[src/hdl/transceiver_pkg.sv]
// Constants, register map and types for the serial transceiver lane controller.
package transceiver_pkg;

    // Register byte offsets on the APB slave.
    localparam logic [7:0] CTRL_ADDR = 8'h00;
    localparam logic [7:0] SWING_ADDR = 8'h04;
    localparam logic [7:0] EMPH_ADDR = 8'h08;
    localparam logic [7:0] EQ_ADDR = 8'h0C;
    localparam logic [7:0] STATUS_ADDR = 8'h10;
    localparam logic [7:0] RXWORD_ADDR = 8'h14;

    // Widths and depths.
    localparam int WORD_W = 40;
    localparam int SET_W = 4;
    localparam int CNT_W = 6;
    localparam int TRANS_W = 13;
    localparam int MISS_W = 7;
    localparam int FIFO_DEPTH = 4;
    localparam int PTR_W = 2;
    localparam int LVL_W = 3;
    localparam int CTRL_W = 6;
    localparam int STATUS_W = 6;

    // Reset values and limits.
    localparam logic [CTRL_W-1:0] CTRL_RESET = 6'h00;
    localparam logic [MISS_W-1:0] MISS_LIMIT = 7'h4B;
    localparam logic [LVL_W-1:0] FIFO_FULL_LVL = 3'h4;
    localparam int LOCK_TRANSITIONS_DEFAULT = 5000;

    // Multiplication factors between the word clock and the bit rate.
    localparam logic [CNT_W-1:0] FACTOR_10 = 6'h0A;
    localparam logic [CNT_W-1:0] FACTOR_16 = 6'h10;
    localparam logic [CNT_W-1:0] FACTOR_20 = 6'h14;
    localparam logic [CNT_W-1:0] FACTOR_32 = 6'h20;
    localparam logic [CNT_W-1:0] FACTOR_40 = 6'h28;

    // Operating modes.
    typedef enum logic [2:0]
    {
        MODE_X10 = 3'b000,
        MODE_X16 = 3'b001,
        MODE_X20 = 3'b010,
        MODE_X32 = 3'b011,
        MODE_X40 = 3'b100
    } mode_t;

    // Control register layout, bit 0 upward: mode, tx invert, rx invert, force reference.
    typedef struct packed
    {
        logic force_ref;
        logic rx_invert;
        logic tx_invert;
        mode_t mode;
    } ctrl_t;

    // Status register layout.
    typedef struct packed
    {
        logic [LVL_W-1:0] fifo_level;
        logic forced_ref;
        logic on_reference;
        logic locked;
    } status_t;

    // Receive lock states.
    typedef enum logic [1:0]
    {
        ST_REF = 2'b00,
        ST_DATA = 2'b01,
        ST_FORCED = 2'b10
    } lock_state_t;

    // Bits per word for a mode; an unknown code falls back to the smallest factor.
    function automatic logic [CNT_W-1:0] mode_factor(input mode_t m);
        case (m)
            MODE_X16: mode_factor = FACTOR_16;
            MODE_X20: mode_factor = FACTOR_20;
            MODE_X32: mode_factor = FACTOR_32;
            MODE_X40: mode_factor = FACTOR_40;
            default: mode_factor = FACTOR_10;
        endcase
    endfunction : mode_factor

endpackage : transceiver_pkg

[src/hdl/serial_transceiver_lock_ctrl.sv]
// Digital lane controller: transmit FIFO and serializer, deserializer and receive lock control.
//
// Local design decisions: the address map and the APB slave port.
`timescale 1ns/1ps
module serial_transceiver_lock_ctrl
#(
    parameter int LOCK_TRANSITIONS = transceiver_pkg::LOCK_TRANSITIONS_DEFAULT,
    parameter logic [transceiver_pkg::SET_W-1:0] SWING_INIT = 4'h8,
    parameter logic [transceiver_pkg::SET_W-1:0] EMPH_INIT = 4'h0,
    parameter logic [transceiver_pkg::SET_W-1:0] EQ_INIT = 4'h0
)
(
    // Clock, reset and enable.
    input wire logic pclk,
    input wire logic presetn,
    input wire logic ce,
    // APB slave.
    input wire logic psel,
    input wire logic penable,
    input wire logic pwrite,
    input wire logic [7:0] paddr,
    input wire logic [31:0] pwdata,
    output logic [31:0] prdata,
    output logic pready,
    output logic pslverr,
    // Fabric transmit side.
    input wire logic fabric_tx_clock,
    input wire logic [transceiver_pkg::WORD_W-1:0] fabric_tx_data,
    output logic fabric_tx_ready,
    input wire logic tx_line_invert,
    output logic tx_word_clock,
    // Serial line.
    output logic serial_out_pos,
    output logic serial_out_neg,
    input wire logic serial_in_pos,
    input wire logic serial_in_neg,
    // Fabric receive side.
    input wire logic rx_lock_source_select,
    output logic recovered_rx_clock,
    output logic [transceiver_pkg::WORD_W-1:0] rx_word,
    output logic rx_word_valid,
    output logic rx_locked,
    // Analog settings.
    output logic [transceiver_pkg::SET_W-1:0] swing_setting,
    output logic [transceiver_pkg::SET_W-1:0] emphasis_setting,
    output logic [transceiver_pkg::SET_W-1:0] rx_equalizer_setting
);
    import transceiver_pkg::*;

    localparam logic [TRANS_W-1:0] LOCK_LAST = TRANS_W'(LOCK_TRANSITIONS - 1);

    ctrl_t ctrl;
    logic [CNT_W-1:0] factor;
    logic [CNT_W-1:0] half_factor;
    logic apb_done;
    logic [WORD_W-1:0] fifo_mem [FIFO_DEPTH];
    logic [PTR_W-1:0] wr_ptr;
    logic [PTR_W-1:0] rd_ptr;
    logic [LVL_W-1:0] fifo_level;
    logic [LVL_W-1:0] next_level;
    logic fifo_push;
    logic fifo_pop;
    logic [CNT_W-1:0] tx_bit_cnt;
    logic [WORD_W-1:0] tx_shift;
    logic tx_word_end;
    logic tx_bit;
    logic tx_swap;
    logic rx_bit;
    logic rx_prev;
    logic transition;
    logic [CNT_W-1:0] rx_bit_cnt;
    logic [WORD_W-1:0] rx_shift;
    logic [WORD_W-1:0] rx_assembled;
    logic rx_word_end;
    lock_state_t lock_state;
    lock_state_t next_state;
    logic [TRANS_W-1:0] trans_cnt;
    logic [MISS_W-1:0] miss_cnt;
    logic force_ref;
    status_t status;

    ////////////////////////////////////////////////////////////////////////////
    // Shared decode.

    // Both serializer and deserializer divide by the same mode factor.
    assign factor = mode_factor(ctrl.mode);
    assign half_factor = factor >> 1;
    assign apb_done = psel & penable & pready;
    assign force_ref = rx_lock_source_select | ctrl.force_ref;

    ////////////////////////////////////////////////////////////////////////////
    // APB register file.

    // One wait state: pready rises the cycle after the access phase begins.
    always_ff @(posedge pclk or negedge presetn)
    begin
        if (!presetn)
            pready <= 1'b0;
        else if (ce)
            pready <= psel & penable & ~pready;
    end

    // Control, swing, emphasis and equalizer writes take effect at the completing edge.
    always_ff @(posedge pclk or negedge presetn)
    begin
        if (!presetn)
        begin
            ctrl <= ctrl_t'(CTRL_RESET);
            swing_setting <= SWING_INIT;
            emphasis_setting <= EMPH_INIT;
            rx_equalizer_setting <= EQ_INIT;
        end
        else if (ce && apb_done && pwrite)
        begin
            case (paddr)
                CTRL_ADDR: ctrl <= ctrl_t'(pwdata[CTRL_W-1:0]);
                SWING_ADDR: swing_setting <= pwdata[SET_W-1:0];
                EMPH_ADDR: emphasis_setting <= pwdata[SET_W-1:0];
                EQ_ADDR: rx_equalizer_setting <= pwdata[SET_W-1:0];
                default: ;
            endcase
        end
    end

    // Read data and error are captured on the edge that raises pready, one cycle into the access phase.
    always_ff @(posedge pclk or negedge presetn)
    begin
        if (!presetn)
        begin
            prdata <= 32'h0000_0000;
            pslverr <= 1'b0;
        end
        else if (ce)
        begin
            prdata <= 32'h0000_0000;
            pslverr <= 1'b0;
            if (psel && penable && !pready)
            begin
                case (paddr)
                    CTRL_ADDR: prdata <= 32'(ctrl);
                    SWING_ADDR: prdata <= 32'(swing_setting);
                    EMPH_ADDR: prdata <= 32'(emphasis_setting);
                    EQ_ADDR: prdata <= 32'(rx_equalizer_setting);
                    STATUS_ADDR: prdata <= 32'(status);
                    RXWORD_ADDR: prdata <= rx_word[31:0];
                    default: pslverr <= 1'b1; // Unmapped addresses answer with an error.
                endcase
            end
        end
    end

    ////////////////////////////////////////////////////////////////////////////
    // Transmit FIFO.

    // Fabric presents a word by raising its transmit strobe while ready is high.
    assign fifo_push = fabric_tx_clock & fabric_tx_ready;
    assign fifo_pop = tx_word_end & (fifo_level != '0);
    assign next_level = fifo_level + LVL_W'(fifo_push) - LVL_W'(fifo_pop);

    // Storage and pointers; with matched rates the level hovers at one word.
    always_ff @(posedge pclk or negedge presetn)
    begin
        if (!presetn)
        begin
            wr_ptr <= '0;
            rd_ptr <= '0;
            fifo_level <= '0;
            fabric_tx_ready <= 1'b0;
        end
        else if (ce)
        begin
            if (fifo_push)
            begin
                fifo_mem[wr_ptr] <= fabric_tx_data;
                wr_ptr <= wr_ptr + 1'b1;
            end
            if (fifo_pop)
                rd_ptr <= rd_ptr + 1'b1;
            fifo_level <= next_level;
            fabric_tx_ready <= next_level < FIFO_FULL_LVL; // Ready reflects room after this edge.
        end
    end

    ////////////////////////////////////////////////////////////////////////////
    // Serializer, one bit per clock, least significant bit first.

    assign tx_word_end = tx_bit_cnt >= factor - 1'b1;
    assign tx_bit = tx_shift[0];
    assign tx_swap = ctrl.tx_invert | tx_line_invert;

    // An empty FIFO at a word boundary sends an all-zero word rather than stalling the line.
    always_ff @(posedge pclk or negedge presetn)
    begin
        if (!presetn)
        begin
            tx_bit_cnt <= '0;
            tx_shift <= '0;
            tx_word_clock <= 1'b0;
        end
        else if (ce)
        begin
            if (tx_word_end)
            begin
                tx_bit_cnt <= '0;
                tx_shift <= fifo_pop ? fifo_mem[rd_ptr] : '0;
            end
            else
            begin
                tx_bit_cnt <= tx_bit_cnt + 1'b1;
                tx_shift <= tx_shift >> 1;
            end
            tx_word_clock <= tx_bit_cnt < half_factor;
        end
    end

    // Differential legs; a swap exchanges them rather than touching the data path.
    always_ff @(posedge pclk or negedge presetn)
    begin
        if (!presetn)
        begin
            serial_out_pos <= 1'b0;
            serial_out_neg <= 1'b1;
        end
        else if (ce)
        begin
            serial_out_pos <= tx_swap ? ~tx_bit : tx_bit;
            serial_out_neg <= tx_swap ? tx_bit : ~tx_bit;
        end
    end

    ////////////////////////////////////////////////////////////////////////////
    // Deserializer.

    // Reversed board traces are corrected by reading the other leg.
    assign rx_bit = ctrl.rx_invert ? serial_in_neg : serial_in_pos;
    assign rx_word_end = rx_bit_cnt >= factor - 1'b1;
    assign rx_assembled = ({rx_bit, rx_shift[WORD_W-1:1]}) >> (WORD_W - int'(factor));

    // Word boundary runs on the local divider, so forced mode keeps sampling unchanged.
    always_ff @(posedge pclk or negedge presetn)
    begin
        if (!presetn)
        begin
            rx_bit_cnt <= '0;
            rx_shift <= '0;
            rx_word <= '0;
            rx_word_valid <= 1'b0;
            recovered_rx_clock <= 1'b0;
        end
        else if (ce)
        begin
            rx_shift <= {rx_bit, rx_shift[WORD_W-1:1]};
            rx_word_valid <= rx_word_end;
            if (rx_word_end)
            begin
                rx_bit_cnt <= '0;
                rx_word <= rx_assembled;
            end
            else
                rx_bit_cnt <= rx_bit_cnt + 1'b1;
            recovered_rx_clock <= rx_bit_cnt < half_factor;
        end
    end

    ////////////////////////////////////////////////////////////////////////////
    // Receive lock control.

    // Edge of the received stream; previous bit is a plain register, not a synchroniser.
    always_ff @(posedge pclk or negedge presetn)
    begin
        if (!presetn)
            rx_prev <= 1'b0;
        else if (ce)
            rx_prev <= rx_bit;
    end

    assign transition = rx_bit ^ rx_prev;

    // Next lock state; forcing wins over everything and discards data phase.
    always_comb
    begin
        next_state = lock_state;
        case (lock_state)
            ST_REF:
                if (force_ref)
                    next_state = ST_FORCED;
                else if (transition && trans_cnt >= LOCK_LAST)
                    next_state = ST_DATA;
            ST_DATA:
                if (force_ref)
                    next_state = ST_FORCED;
                else if (!transition && miss_cnt >= MISS_LIMIT)
                    next_state = ST_REF;
            ST_FORCED:
                if (!force_ref)
                    next_state = ST_REF;
            default:
                next_state = ST_REF;
        endcase
    end

    // Transition and gap counters; in forced mode they are held clear.
    always_ff @(posedge pclk or negedge presetn)
    begin
        if (!presetn)
        begin
            lock_state <= ST_REF;
            trans_cnt <= '0;
            miss_cnt <= '0;
        end
        else if (ce)
        begin
            lock_state <= next_state;
            if (next_state == ST_FORCED || next_state != lock_state)
            begin
                trans_cnt <= '0;
                miss_cnt <= '0;
            end
            else if (transition)
            begin
                miss_cnt <= '0;
                if (trans_cnt < LOCK_LAST)
                    trans_cnt <= trans_cnt + 1'b1;
            end
            else if (miss_cnt >= MISS_LIMIT)
            begin
                // Too long a gap while hunting means data went away; start counting afresh.
                trans_cnt <= '0;
                miss_cnt <= '0;
            end
            else
                miss_cnt <= miss_cnt + 1'b1;
        end
    end

    // Lock status follows the next state so it moves on the same edge as the state.
    always_ff @(posedge pclk or negedge presetn)
    begin
        if (!presetn)
            rx_locked <= 1'b0;
        else if (ce)
            rx_locked <= next_state == ST_DATA;
    end

    // Status word for software.
    assign status.fifo_level = fifo_level;
    assign status.forced_ref = lock_state == ST_FORCED;
    assign status.on_reference = lock_state != ST_DATA;
    assign status.locked = rx_locked;

endmodule : serial_transceiver_lock_ctrl

[config.mk]
export PLATFORM = sky130hd
export DESIGN_NAME = serial_transceiver_lock_ctrl
export DESIGN_NICKNAME = d
export VERILOG_FILES = /design/src/hdl/transceiver_pkg.sv /design/src/hdl/serial_transceiver_lock_ctrl.sv
export SDC_FILE = /design/constraint.sdc
export NUM_CORES = 1
export LEC_CHECK = 0
export ABC_AREA = 1
export CAP_MARGIN = 5
export CORE_ASPECT_RATIO = 0.6
export CORE_MARGIN = 4
export CORE_UTILIZATION = 55
export CTS_CLUSTER_DIAMETER = 100
export DETAILED_ROUTE_END_ITERATION = 10
export DONT_BUFFER_PORTS = 1
export PLACE_DENSITY = 0.73
export SLEW_MARGIN = 10
export SYNTH_ARGS = -nofsm -noshare
export SYNTH_HDL_FRONTEND = slang
export SYNTH_SLANG_ARGS = --single-unit
[constraint.sdc]
create_clock -name pclk -period 3.6 [get_ports pclk]
set_input_delay 0.18 -clock pclk [delete_from_list [all_inputs] [get_ports pclk]]
set_output_delay 0.18 -clock pclk [all_outputs]
set_load 0.02 [all_outputs]
==> results of run 1 <==
registers in the layout, summed over array words and instances, names as in the netlist, 6 cells and up:
signal      cells
fifo_mem      160
rx_word        40
tx_shift       40
rx_shift       39
prdata         32
trans_cnt      13
miss_cnt        7
ctrl            6
rx_bit_cnt      6
tx_bit_cnt      6
routing by layer:
| metal | vias up | share of wire (%) |
|---|---|---|
| met3 | 71 | 12 |
| li1 | 6513 | - |
| met5 | - | 0.025 |
| met2 | 762 | 42 |
| met1 | 6824 | 45 |
| met4 | 2 | 1.8 |
power by group through the flow:
stage	Sequential, uW	Combinational [uW]	Clock, uW
floorplan	5650	2380	0
global placement	5830	3130	0
detailed placement	5840	3250	0
CTS	5760	3370	4060
global route	5830	3830	4250
finish	5780	3400	4010
worst max path at each step:
stage / startpoint / to / slack, ps / cells after the start
final: ctrl[0] / fifo_level[2] / 250 / 18
after global routing: ctrl[1] / fifo_level[2] / 5 / 19
after CTS: ctrl[1] / fifo_level[2] / 120 / 19
after detailed placement: ctrl[1] / fifo_level[2] / 170 / 19
after global placement: ctrl[1] / fifo_level[2] / 270 / 20
after floorplan: ctrl[2] / fifo_level[2] / 100 / 20
cell families (layout without fill, tap and decap cells):
group / after synthesis / count (layout) / share of synthesized area (%)
AOI/OAI and AO/OA: 322 / 322 / 10.8
xor gates and xnor gates: 14 / 14 / 0.703
other: 0 / 1 / 0
buffers and inverters: 232 / 280 / 5.18
and+or+nand+nor: 910 / 910 / 22.2
DFF: 379 / 379 / 59.0
adders and majority gates: 29 / 29 / 2.12
cell type report:
type	count	area (um2)
diodes	1	2.50
flip-flops and latches	379	10300
multi-input cells	1275	6290
well taps	416	520
clock buffers	50	1020
clock inverters	15	224
repair buffers	92	880
inverters	123	464
fillers	2517	11500
worst max-delay path, cell delays in order (launching register included):
cell	delay, ps
dfrtp_1	430
inv_4	130
nand3_2	170
nand3_2	160
inv_2	80
ha_1	270
a21o_1	160
nand4_1	70
nand3_1	100
nand2_1	100
inv_1	50
ha_1	260
inv_1	40
ha_1	180
fa_1	380
xnor2_1	220
xor2_1	170
nor2_1	70
o21bai_1	190
cell usage in the layout, fill, tap and decap left out, types with 3 or more instances in the layout:
cell	instances
nand2_1	413
dfrtp_1	215
nand3_1	212
nor2_1	205
o21ai_0	178
edfxtp_1	160
inv_1	115
dlygate4sd3_1	51
nand4_1	46
o22ai_1	42
clkbuf_16	38
buf_4	36
ha_1	28
a31oi_1	27
o31ai_1	15
a32o_1	15
nor3_1	13
a21oi_1	11
o21ai_1	11
xor2_1	10
clkbuf_1	10
inv_2	6
clkinv_2	6
nor2_4	5
nor3b_1	5
bufinv_16	5
a21o_1	4
xnor2_1	4
a211oi_1	3
o21a_1	3
buf_12	3
metrics by stage:
| step | hold slack [ps] | utilization (%) |
|---|---|---|
| 3_3_place_gp | -108 | 57.3 |
| 3_5_place_dp | -110 | 57.3 |
| 6_report | -658 | 63.1 |
| 4_1_cts | -676 | 63.0 |
| 5_1_grt | -678 | 63.1 |
| 2_1_floorplan | -116 | - |
repair_timing:
action / in CTS / in global routing
resized for setup: 0 / 5
hold endpoints to repair: 510 / 219
setup endpoints to repair: 0 / 2
==> results.md, run 1 <==
- Run status: finished with violations
- Violated checks: negative hold slack
- Max Cap Viol: 0
- Number of port buffers: 0
- Final setup violation count: 0
- Worst slew pin tran: 1120 ps
- EDFF count, synth: 160
- Sink Count: 379
- Row Count: 50
- Logic gate share of total power: 25.8%
- Worst min-delay path category: input pin to async pin
- Num CTS Buffers: 36
- Hpwl dp: 31.2 mm
- H-tree levels: 2
- Fin Setup TNS: 0 ps
- CP required: 4000 ps
- Largest net degree at the start of global routing: 221
- Boundary pin count: 184
- Pwr Total: 13200 uW
- Synthesized instance count: 1886
- Critical path type: register to register
- FFs w/ async S/R, synth: 57.8%
- Clock Path Buffers: 3
- Peak supply drop: 497 uV
- Initial Util: 55.8%
- Top-area cell type share of the netlist area: 31.2%
- Fin worst setup slack: 250 ps
- Die height: 146 um
- Yosys warns: 0
- Max frequency: 298 MHz
- GRT met3 Usage: 7.44%
- DP Cell Count: 2233
- Area post-placement: 17900 um2
- Initial antenna violation count: 2
- CTS tree: built
- Reg2reg end: fifo_level[2]
- Setup repair bufs after CTS: 0
- Full die area: 34700 um2
- Most area-hungry cell type in the Yosys netlist: dfrtp_1
- Met2 Usage GRT: 38.2%
- Clock Skew: 27.5 ps
- Clk_lat worst skew: 540 ps
- Nets: 2027
- Setup crit end kind: register
- DRT antenna net count: 0
- Final Hold Vio Count: 219
- Vias in the first global route: 13200
- Drt initial violations: 1771
- Global-route usage over all layers: 27.4%
- Detailed Routing Iterations Pass 1: 6
- Post-route cell area: 19700 um2
- Hold slack: -658 ps
- Root buffer cell: clkbuf_16
- Non-filler cells, final: 2351
- Routed wire length: 48.4 mm
- Final max-slew violation count: 0
- Clk pwr share: 30.4%
- Area Growth Syn to Fin: 12.9%
- Post-Place Worst Slack: 166 ps
- Global route hottest layer: met1
- Most common cell in the netlist: nand2_1
- R2R cell count: 18
- Core Region: 31200 um2
- Synth cell types: 47
- Die Wd: 238 um
- Synth area leaders: dfrtp_1 (31%), edfxtp_1 (28%), nand2_1 (8.9%)
- Final min period: 3350 ps
- Sequential area share after synthesis: 59.0%
- Synth cell count leaders: nand2_1 (414), dfrtp_1 (217), nand3_1 (213)
- Ratio of cells with drive above 1 in the final layout: 6.20%
- Vias per inst: 6.03
- P_int: 8590 uW
- RR Startpoint: ctrl[0]
- Via count: 14200
- Pwr dens: 670 nW/um2
- First-pass GRT wire length: 76.1 mm
- Arr. time, crit path: 3750 ps
- Total grt overflow: 0
- DRC Markers: 0
- Seq cells post-synth: 379
- Sequential fraction of design power: 43.8%
- LEAKAGE: 0.00830 uW
- Tcrit/Tclk final: 93.1%
- Mapped Area: 17400 um2
- Clk slew on worst S/H paths: 60 ps
- Routed WL per cell: 20.6 um
- Flop-to-flop setup slack: 250 ps
- Avg Cell Area, Syn: 9.24 um2
- Psw: 4600 uW
- Gpl congestion: 0.991
- Rel. slew slack: 24.7%
- RSZ-0062 raised after global routing: no
- Hold Buf Count CTS: 52
- Met1 Use GR: 43.4%
- CP startpoint kind: register
- Main synth FF type: dfrtp_1
- Sw frac: 34.9%
- CP max FO: 6
- Syn_nets: 2006
Note: power is estimated with default switching activity, not from simulation.
==> inputs of run 2 (changes only) <==
--- a/config.mk
+++ b/config.mk
@@ -7,13 +7,14 @@
 export LEC_CHECK = 0
 export ABC_AREA = 1
 export CAP_MARGIN = 5
-export CORE_ASPECT_RATIO = 0.6
+export CELL_PAD_IN_SITES_DETAIL_PLACEMENT = 0
+export CELL_PAD_IN_SITES_GLOBAL_PLACEMENT = 1
 export CORE_MARGIN = 4
-export CORE_UTILIZATION = 55
+export CORE_UTILIZATION = 53
 export CTS_CLUSTER_DIAMETER = 100
 export DETAILED_ROUTE_END_ITERATION = 10
 export DONT_BUFFER_PORTS = 1
-export PLACE_DENSITY = 0.73
+export PLACE_DENSITY_LB_ADDON = 0.1
 export SLEW_MARGIN = 10
 export SYNTH_ARGS = -nofsm -noshare
 export SYNTH_HDL_FRONTEND = slang
==> constraint.sdc (replaced) <==
create_clock -name pclk -period 4.1 [get_ports pclk]
set_input_delay 0.205 -clock pclk [delete_from_list [all_inputs] [get_ports pclk]]
set_output_delay 0.205 -clock pclk [all_outputs]
set_load 0.02 [all_outputs]
==> run 2 against run 1 <==
  * The run still ends with negative hold slack left
  * Total power decreased by 13%
  * Clock power decreased by 10%
  * First-iteration DRC count decreased by 44%
==> results.md, run 2 (synthesized netlist as in run 1, its figures left out) <==
- Top flop regs: fifo_mem (160), rx_word (40), tx_shift (40)
- DRC Markers: 0 (unchanged)
- Die Wd: 189 um (-20%)
- Tcrit/Tclk final: 86.8% (-6.3 points)
- Fin Setup TNS: 0 ps (unchanged)
- Sink Count: 379 (unchanged)
- Worst min-delay path category: input pin to async pin
- Setup repair bufs after CTS: 0 (unchanged)
- Vias per inst: 5.65 (-6.3%)
- Violated checks: negative hold slack
- First-pass GRT wire length: 70.6 mm (-7.2%)
- Drt initial violations: 1000 (-44%)
- Met1 Use GR: 33.5% (-9.9 points)
- H-tree levels: 2 (unchanged)
- Pwr Total: 11500 uW (-13%)
- Hold slack: -652 ps (+6.30 ps)
- Pwr dens: 584 nW/um2 (-13%)
- Non-filler cells, final: 2370 (+0.81%)
- Final min period: 3560 ps (+207 ps)
- Crit-path cells: nor2_1 > nand2_1 > buf_4 > nand2_1 > ha_1 > nand2_1 > inv_1 > o21ai_0 > nand3_1 > nand2_1 > inv_1 > ha_1 > inv_1 > ha_1 > fa_1 > xnor2_1 > xor2_1 > nor2_1 > o21bai_1
- Rel. slew slack: 23.5% (-1.2 points)
- Critical path type: register to register
- Boundary pin count: 184 (unchanged)
- Worst path most repeated cell: nand2_1
- Area Growth Syn to Fin: 12.5%
- LEAKAGE: 0.00823 uW (-0.78%)
- Max Cap Viol: 0 (unchanged)
- CP required: 4520 ps (+520 ps)
- Hold Buf Count CTS: 51 (-1.9%)
- Hpwl dp: 27.5 mm (-12%)
- Crit path buf inv count: 4 (unchanged)
- Commonest non-fill, non-tap cells in the layout: nand2_1 (414), dfrtp_1 (215), nand3_1 (213)
- Worst slew pin tran: 1150 ps (+21.2 ps)
- CP max FO: 22 (+16)
- Row Count: 66 (+32%)
- Setup crit end kind: register
- Global-route usage over all layers: 24.5% (-2.9 points)
- Most common cell after layout, fill and taps aside: nand2_1
- Critical path's top delay family: adder cells
- Root buffer cell: clkbuf_16
- Final max-slew violation count: 0 (unchanged)
- Global route hottest layer: met2
- DRT antenna net count: 0 (unchanged)
- Routed WL per cell: 18.6 um (-9.9%)
- Core Region: 32500 um2 (+4.0%)
- Max frequency: 281 MHz (-5.8%)
- Arr. time, crit path: 3970 ps (+220 ps)
- Met2 Usage GRT: 39.9% (+1.7 points)
- Clock Skew: 14.8 ps (-12.7 ps)
- Nets: 2016 (-0.54%)
- Initial antenna violation count: 3 (+1)
- Largest reg by FF count: fifo_mem
- Crit-path slowest cell: dfrtp_1
- Final Hold Vio Count: 219 (unchanged)
- Routed wire length: 44.0 mm (-9.1%)
- Multi-input logic area: 6280 um2 (-0.16%)
- Num CTS Buffers: 40 (+11%)
- CP startpoint kind: register
- Full die area: 35900 um2 (+3.3%)
- CTS resizes: 0 (unchanged)
- Number of flip-flops in the largest register: 160 (unchanged)
- Final setup violation count: 0 (unchanged)
- GRT met3 Usage: 5.18% (-2.3 points)
- Die height: 189 um (+30%)
- RSZ-0062 raised after global routing: no
- Clk_lat worst skew: 560 ps (+20 ps)
- Run status: finished with violations
- Ratio of cells with drive above 1 in the final layout: 5.71% (-0.49 points)
- Via count: 13400 (-5.5%)
- Clk slew on worst S/H paths: 60 ps (about the same)
- Clock Path Buffers: 3 (unchanged)
- DP Cell Count: 2245 (+0.54%)
- Initial Util: 53.7% (-2.1 points)
- CTS tree: built
- Gpl congestion: 0.877 (-12%)
- Detailed Routing Iterations Pass 1: 5 (-1)
- Peak supply drop: 461 uV (-7.2%)
- Total grt overflow: 0 (unchanged)
- Largest net degree at the start of global routing: 221 (unchanged)
- Number of port buffers: 0 (unchanged)
- Vias in the first global route: 12800 (-2.8%)
- Flip-flop and latch area: 10300 um2 (unchanged)
- Fillers: 2829 (+12%)
- Max stage delay on crit path: 540 ps (+110 ps)
## run 2: cell types whose count changed in the layout (fill, tap and decap cells not counted), moves of 2 or more
cell,previous run,this run
buf_4,36,26
clkbuf_16,38,40
buf_12,3,0
clkbuf_1,10,5
clkinv_1,1,5
clkinvlp_4,1,4
clkinv_2,6,11
## run 2: path summary, 6_finish.rpt
check                      slack [ps]                  end  cells past startpoint         start
setup / recovery                  540        fifo_level[2]                     19       ctrl[2]
hold / removal                   -650              ctrl[5]                      0       presetn
setup reg to reg                  540        fifo_level[2]                     19       ctrl[2]
hold reg to reg                   470          rx_shift[9]                      2  rx_shift[10]
max in group asynchronous        4160            rd_ptr[0]                      0       presetn
min in group pclk                  50  emphasis_setting[1]                      3      paddr[2]
## run 2: power breakdown
group	leakage [uW]	switching (uW)	internal, uW	total (uW)
Clock	0.000637	1480	2110	3590
Sequential	0.00430	561	4490	5050
Combinational	0.00330	1880	944	2830
## run 2: metrics by stage
stage | setup WS (ps) | area [um2] | utilization [%]
after floorplan | 602 | 17400 | -
after global placement | 613 | 17800 | 54.8
after detailed placement | 594 | 17800 | 54.8
after CTS | 571 | 19600 | 60.4
after global routing | 129 | 19600 | 60.4
final | 543 | 19600 | 60.4
## run 2: cell type report
cell class	instances	area share, %
flip-flops and latches	379	52.5
multi-input cells	1275	32.0
clock buffers	48	5.41
repair buffers	77	3.69
well taps	442	2.82
inverters	123	2.35
clock inverters	24	1.23
diodes	2	0.0255
## run 2: metal layers
layer / vias up / part of all wire [%]
met4: 2 / 2.5
met5: - / 0.027
met1: 6437 / 44
met2: 371 / 47
met3: 70 / 6.5
li1: 6512 / -
==> inputs of run 3 (changes only) <==
--- a/config.mk
+++ b/config.mk
@@ -10,7 +10,7 @@
 export CELL_PAD_IN_SITES_DETAIL_PLACEMENT = 0
 export CELL_PAD_IN_SITES_GLOBAL_PLACEMENT = 1
 export CORE_MARGIN = 4
-export CORE_UTILIZATION = 53
+export CORE_UTILIZATION = 49
 export CTS_CLUSTER_DIAMETER = 100
 export DETAILED_ROUTE_END_ITERATION = 10
 export DONT_BUFFER_PORTS = 1
==> constraint.sdc (replaced) <==
create_clock -name pclk -period 3.7 [get_ports pclk]
set_input_delay 0.185 -clock pclk [delete_from_list [all_inputs] [get_ports pclk]]
set_output_delay 0.185 -clock pclk [all_outputs]
set_load 0.02 [all_outputs]
==> run 3 against run 2 <==
  * The run still ends with negative hold slack left
  * Design area grew 0.90%
  * Clock skew is 4.0 ps lower
  * Clock power up 16%
  * Via count is essentially flat
  * Largest power group unchanged
==> results.md, run 3 (synthesized netlist as in run 1, its figures left out) <==
- H-tree levels: 2 (unchanged)
- Nets: 2022 (+0.30%)
- Ratio of cells with drive above 1 in the final layout: 5.63% (-0.078 points)
- Worst slew pin tran: 1050 ps (-92.8 ps)
- Largest net degree at the start of global routing: 221 (unchanged)
- CTS tree: built
- Flip-flop and latch area: 10300 um2 (about the same)
- Detailed Routing Iterations Pass 1: 5 (unchanged)
- Initial antenna violation count: 1 (-2)
- Critical path's top delay family: adder cells
- Violated checks: negative hold slack
- Number of port buffers: 0 (unchanged)
- Boundary pin count: 184 (unchanged)
- Full die area: 38700 um2 (+7.8%)
- Global-route usage over all layers: 23.0% (-1.5 points)
- Arr. time, crit path: 3820 ps (-150 ps)
- Crit-path slowest cell: dfrtp_1
- Final Hold Vio Count: 219 (unchanged)
- Drt initial violations: 1148 (+15%)
- First-pass GRT wire length: 71.9 mm (+1.9%)
- Clock Skew: 10.8 ps (-3.98 ps)
- Rel. slew slack: 29.5% (+6.0 points)
- Number of flip-flops in the largest register: 160 (unchanged)
- Fillers: 3137 (+11%)
- Pwr dens: 652 nW/um2 (+11%)
- Non-filler cells, final: 2391 (+0.89%)
- Sink Count: 379 (unchanged)
- Initial Util: 50.1% (-3.6 points)
- Area Growth Syn to Fin: 13.5%
- Final max-slew violation count: 0 (unchanged)
- CP required: 4120 ps (-400 ps)
- Total grt overflow: 0 (unchanged)
- Num CTS Buffers: 41 (+2.5%)
- Max stage delay on crit path: 420 ps (-120 ps)
- Crit path buf inv count: 4 (unchanged)
- Gpl congestion: 0.877 (unchanged)
- Setup crit end kind: register
- Most common cell after layout, fill and taps aside: nand2_1
- Peak supply drop: 488 uV (+5.8%)
- Root buffer cell: clkbuf_16
- Clk_lat worst skew: 560 ps (about the same)
- Final setup violation count: 0 (unchanged)
- Hold slack: -680 ps (-27.6 ps)
- Critical path type: register to register
- Via count: 13400 (+0.045%)
- Multi-input logic area: 6280 um2 (unchanged)
- Routed WL per cell: 18.8 um (+1.1%)
- Commonest non-fill, non-tap cells in the layout: nand2_1 (414), dfrtp_1 (216), nand3_1 (213)
- Hold Buf Count CTS: 52 (+2.0%)
- DP Cell Count: 2262 (+0.76%)
- Vias in the first global route: 13000 (+1.5%)
- Crit-path cells: buf_4 > nand3_2 > nand3_1 > inv_1 > ha_1 > a21o_1 > nand4_1 > nand3_1 > nand2_1 > inv_1 > ha_1 > inv_1 > ha_1 > fa_1 > xnor2_1 > xor2_1 > nor2_1 > o21bai_1
- Clk slew on worst S/H paths: 60 ps (about the same)
- Max Cap Viol: 0 (unchanged)
- Row Count: 68 (+3.0%)
- Top flop regs: fifo_mem (160), rx_word (40), tx_shift (40)
- Final min period: 3400 ps (-160 ps)
- Run status: finished with violations
- CP startpoint kind: register
- Die Wd: 197 um (+3.8%)
- Vias per inst: 5.60 (-0.83%)
- Pwr Total: 12900 uW (+12%)
- Clock Path Buffers: 3 (unchanged)
- Post-Route Utilization: 56.9% (-3.6 points)
- Largest reg by FF count: fifo_mem
- Worst min-delay path category: input pin to async pin
- Core Region: 34800 um2 (+7.2%)
- Die height: 197 um (+3.8%)
- DRT antenna net count: 0 (unchanged)
- Fin Setup TNS: 0 ps (unchanged)
- Tcrit/Tclk final: 91.8% (+5.1 points)
- CP max FO: 5 (-77%)
- LEAKAGE: 0.00831 uW (+0.87%)
- Routed wire length: 44.9 mm (+2.0%)
- DRC Markers: 0 (unchanged)
- Hpwl dp: 28.8 mm (+4.9%)
- Max frequency: 294 MHz (+4.7%)
## run 3: cell count changes in the layout (fill, tap and decap cells not counted), moves of 2 or more
cell	previous run	this run
clkbuf_16	40	42
clkbuf_1	5	10
buf_12	0	4
clkbuf_8	3	1
clkinvlp_4	4	0
clkinv_4	0	2
clkinv_2	11	6
clkinv_1	5	9
## run 3: power by group
part | leakage (uW) | internal (uW) | switching, uW
clock network | 0.000674 | 2480 | 1700
registers | 0.00430 | 4970 | 607
logic | 0.00333 | 1050 | 2100
total | 0.00831 | 8500 | 4400
## run 3: path summary, 6_finish.rpt
check	startpoint	endpoint	slack (ps)	depth (start not counted)
max in group asynchronous	presetn	rd_ptr[0]	4020	0
worst min register to register	rx_shift[10]	rx_shift[9]	470	2
min in group pclk	fabric_tx_clock	wr_ptr[0]	20	3
worst max-delay path	ctrl[2]	fifo_level[2]	300	18
worst max register to register	ctrl[2]	fifo_level[2]	300	18
worst min-delay path	presetn	emphasis_setting[2]	-680	0
## run 3: routing by layer
layer / track usage [%] / part of all wire, % / vias up / wire [um]
met5: 0 / 0 / - / 0
met4: 6.57 / 2.2 / 0 / 1010
met3: 4.43 / 6.1 / 75 / 2760
met2: 36.9 / 46 / 357 / 20600
met1: 32.2 / 46 / 6444 / 20500
li1: - / - / 6522 / -
## run 3: stage by stage
step | area [um2] | setup WS [ps]
after floorplan | 17400 | 202
after global placement | 17900 | 374
after detailed placement | 17900 | 281
after CTS | 19800 | 234
after global routing | 19800 | -14.2
final | 19800 | 303
## run 3: layout make-up
type / instances / area share (%)
antenna: 1 / 0.0126
clock buffer: 53 / 5.57
clock inverter: 23 / 1.38
inverter: 123 / 2.33
multi-input combinational: 1275 / 31.7
sequential: 379 / 52.0
tap: 455 / 2.88
timing repair buffer: 82 / 4.11
## run 3: timing repair
item	in CTS	in global routing
setup endpoints to repair	0	1
hold endpoints to repair	511	219
resized for setup	0	3
setup buffers	0	0
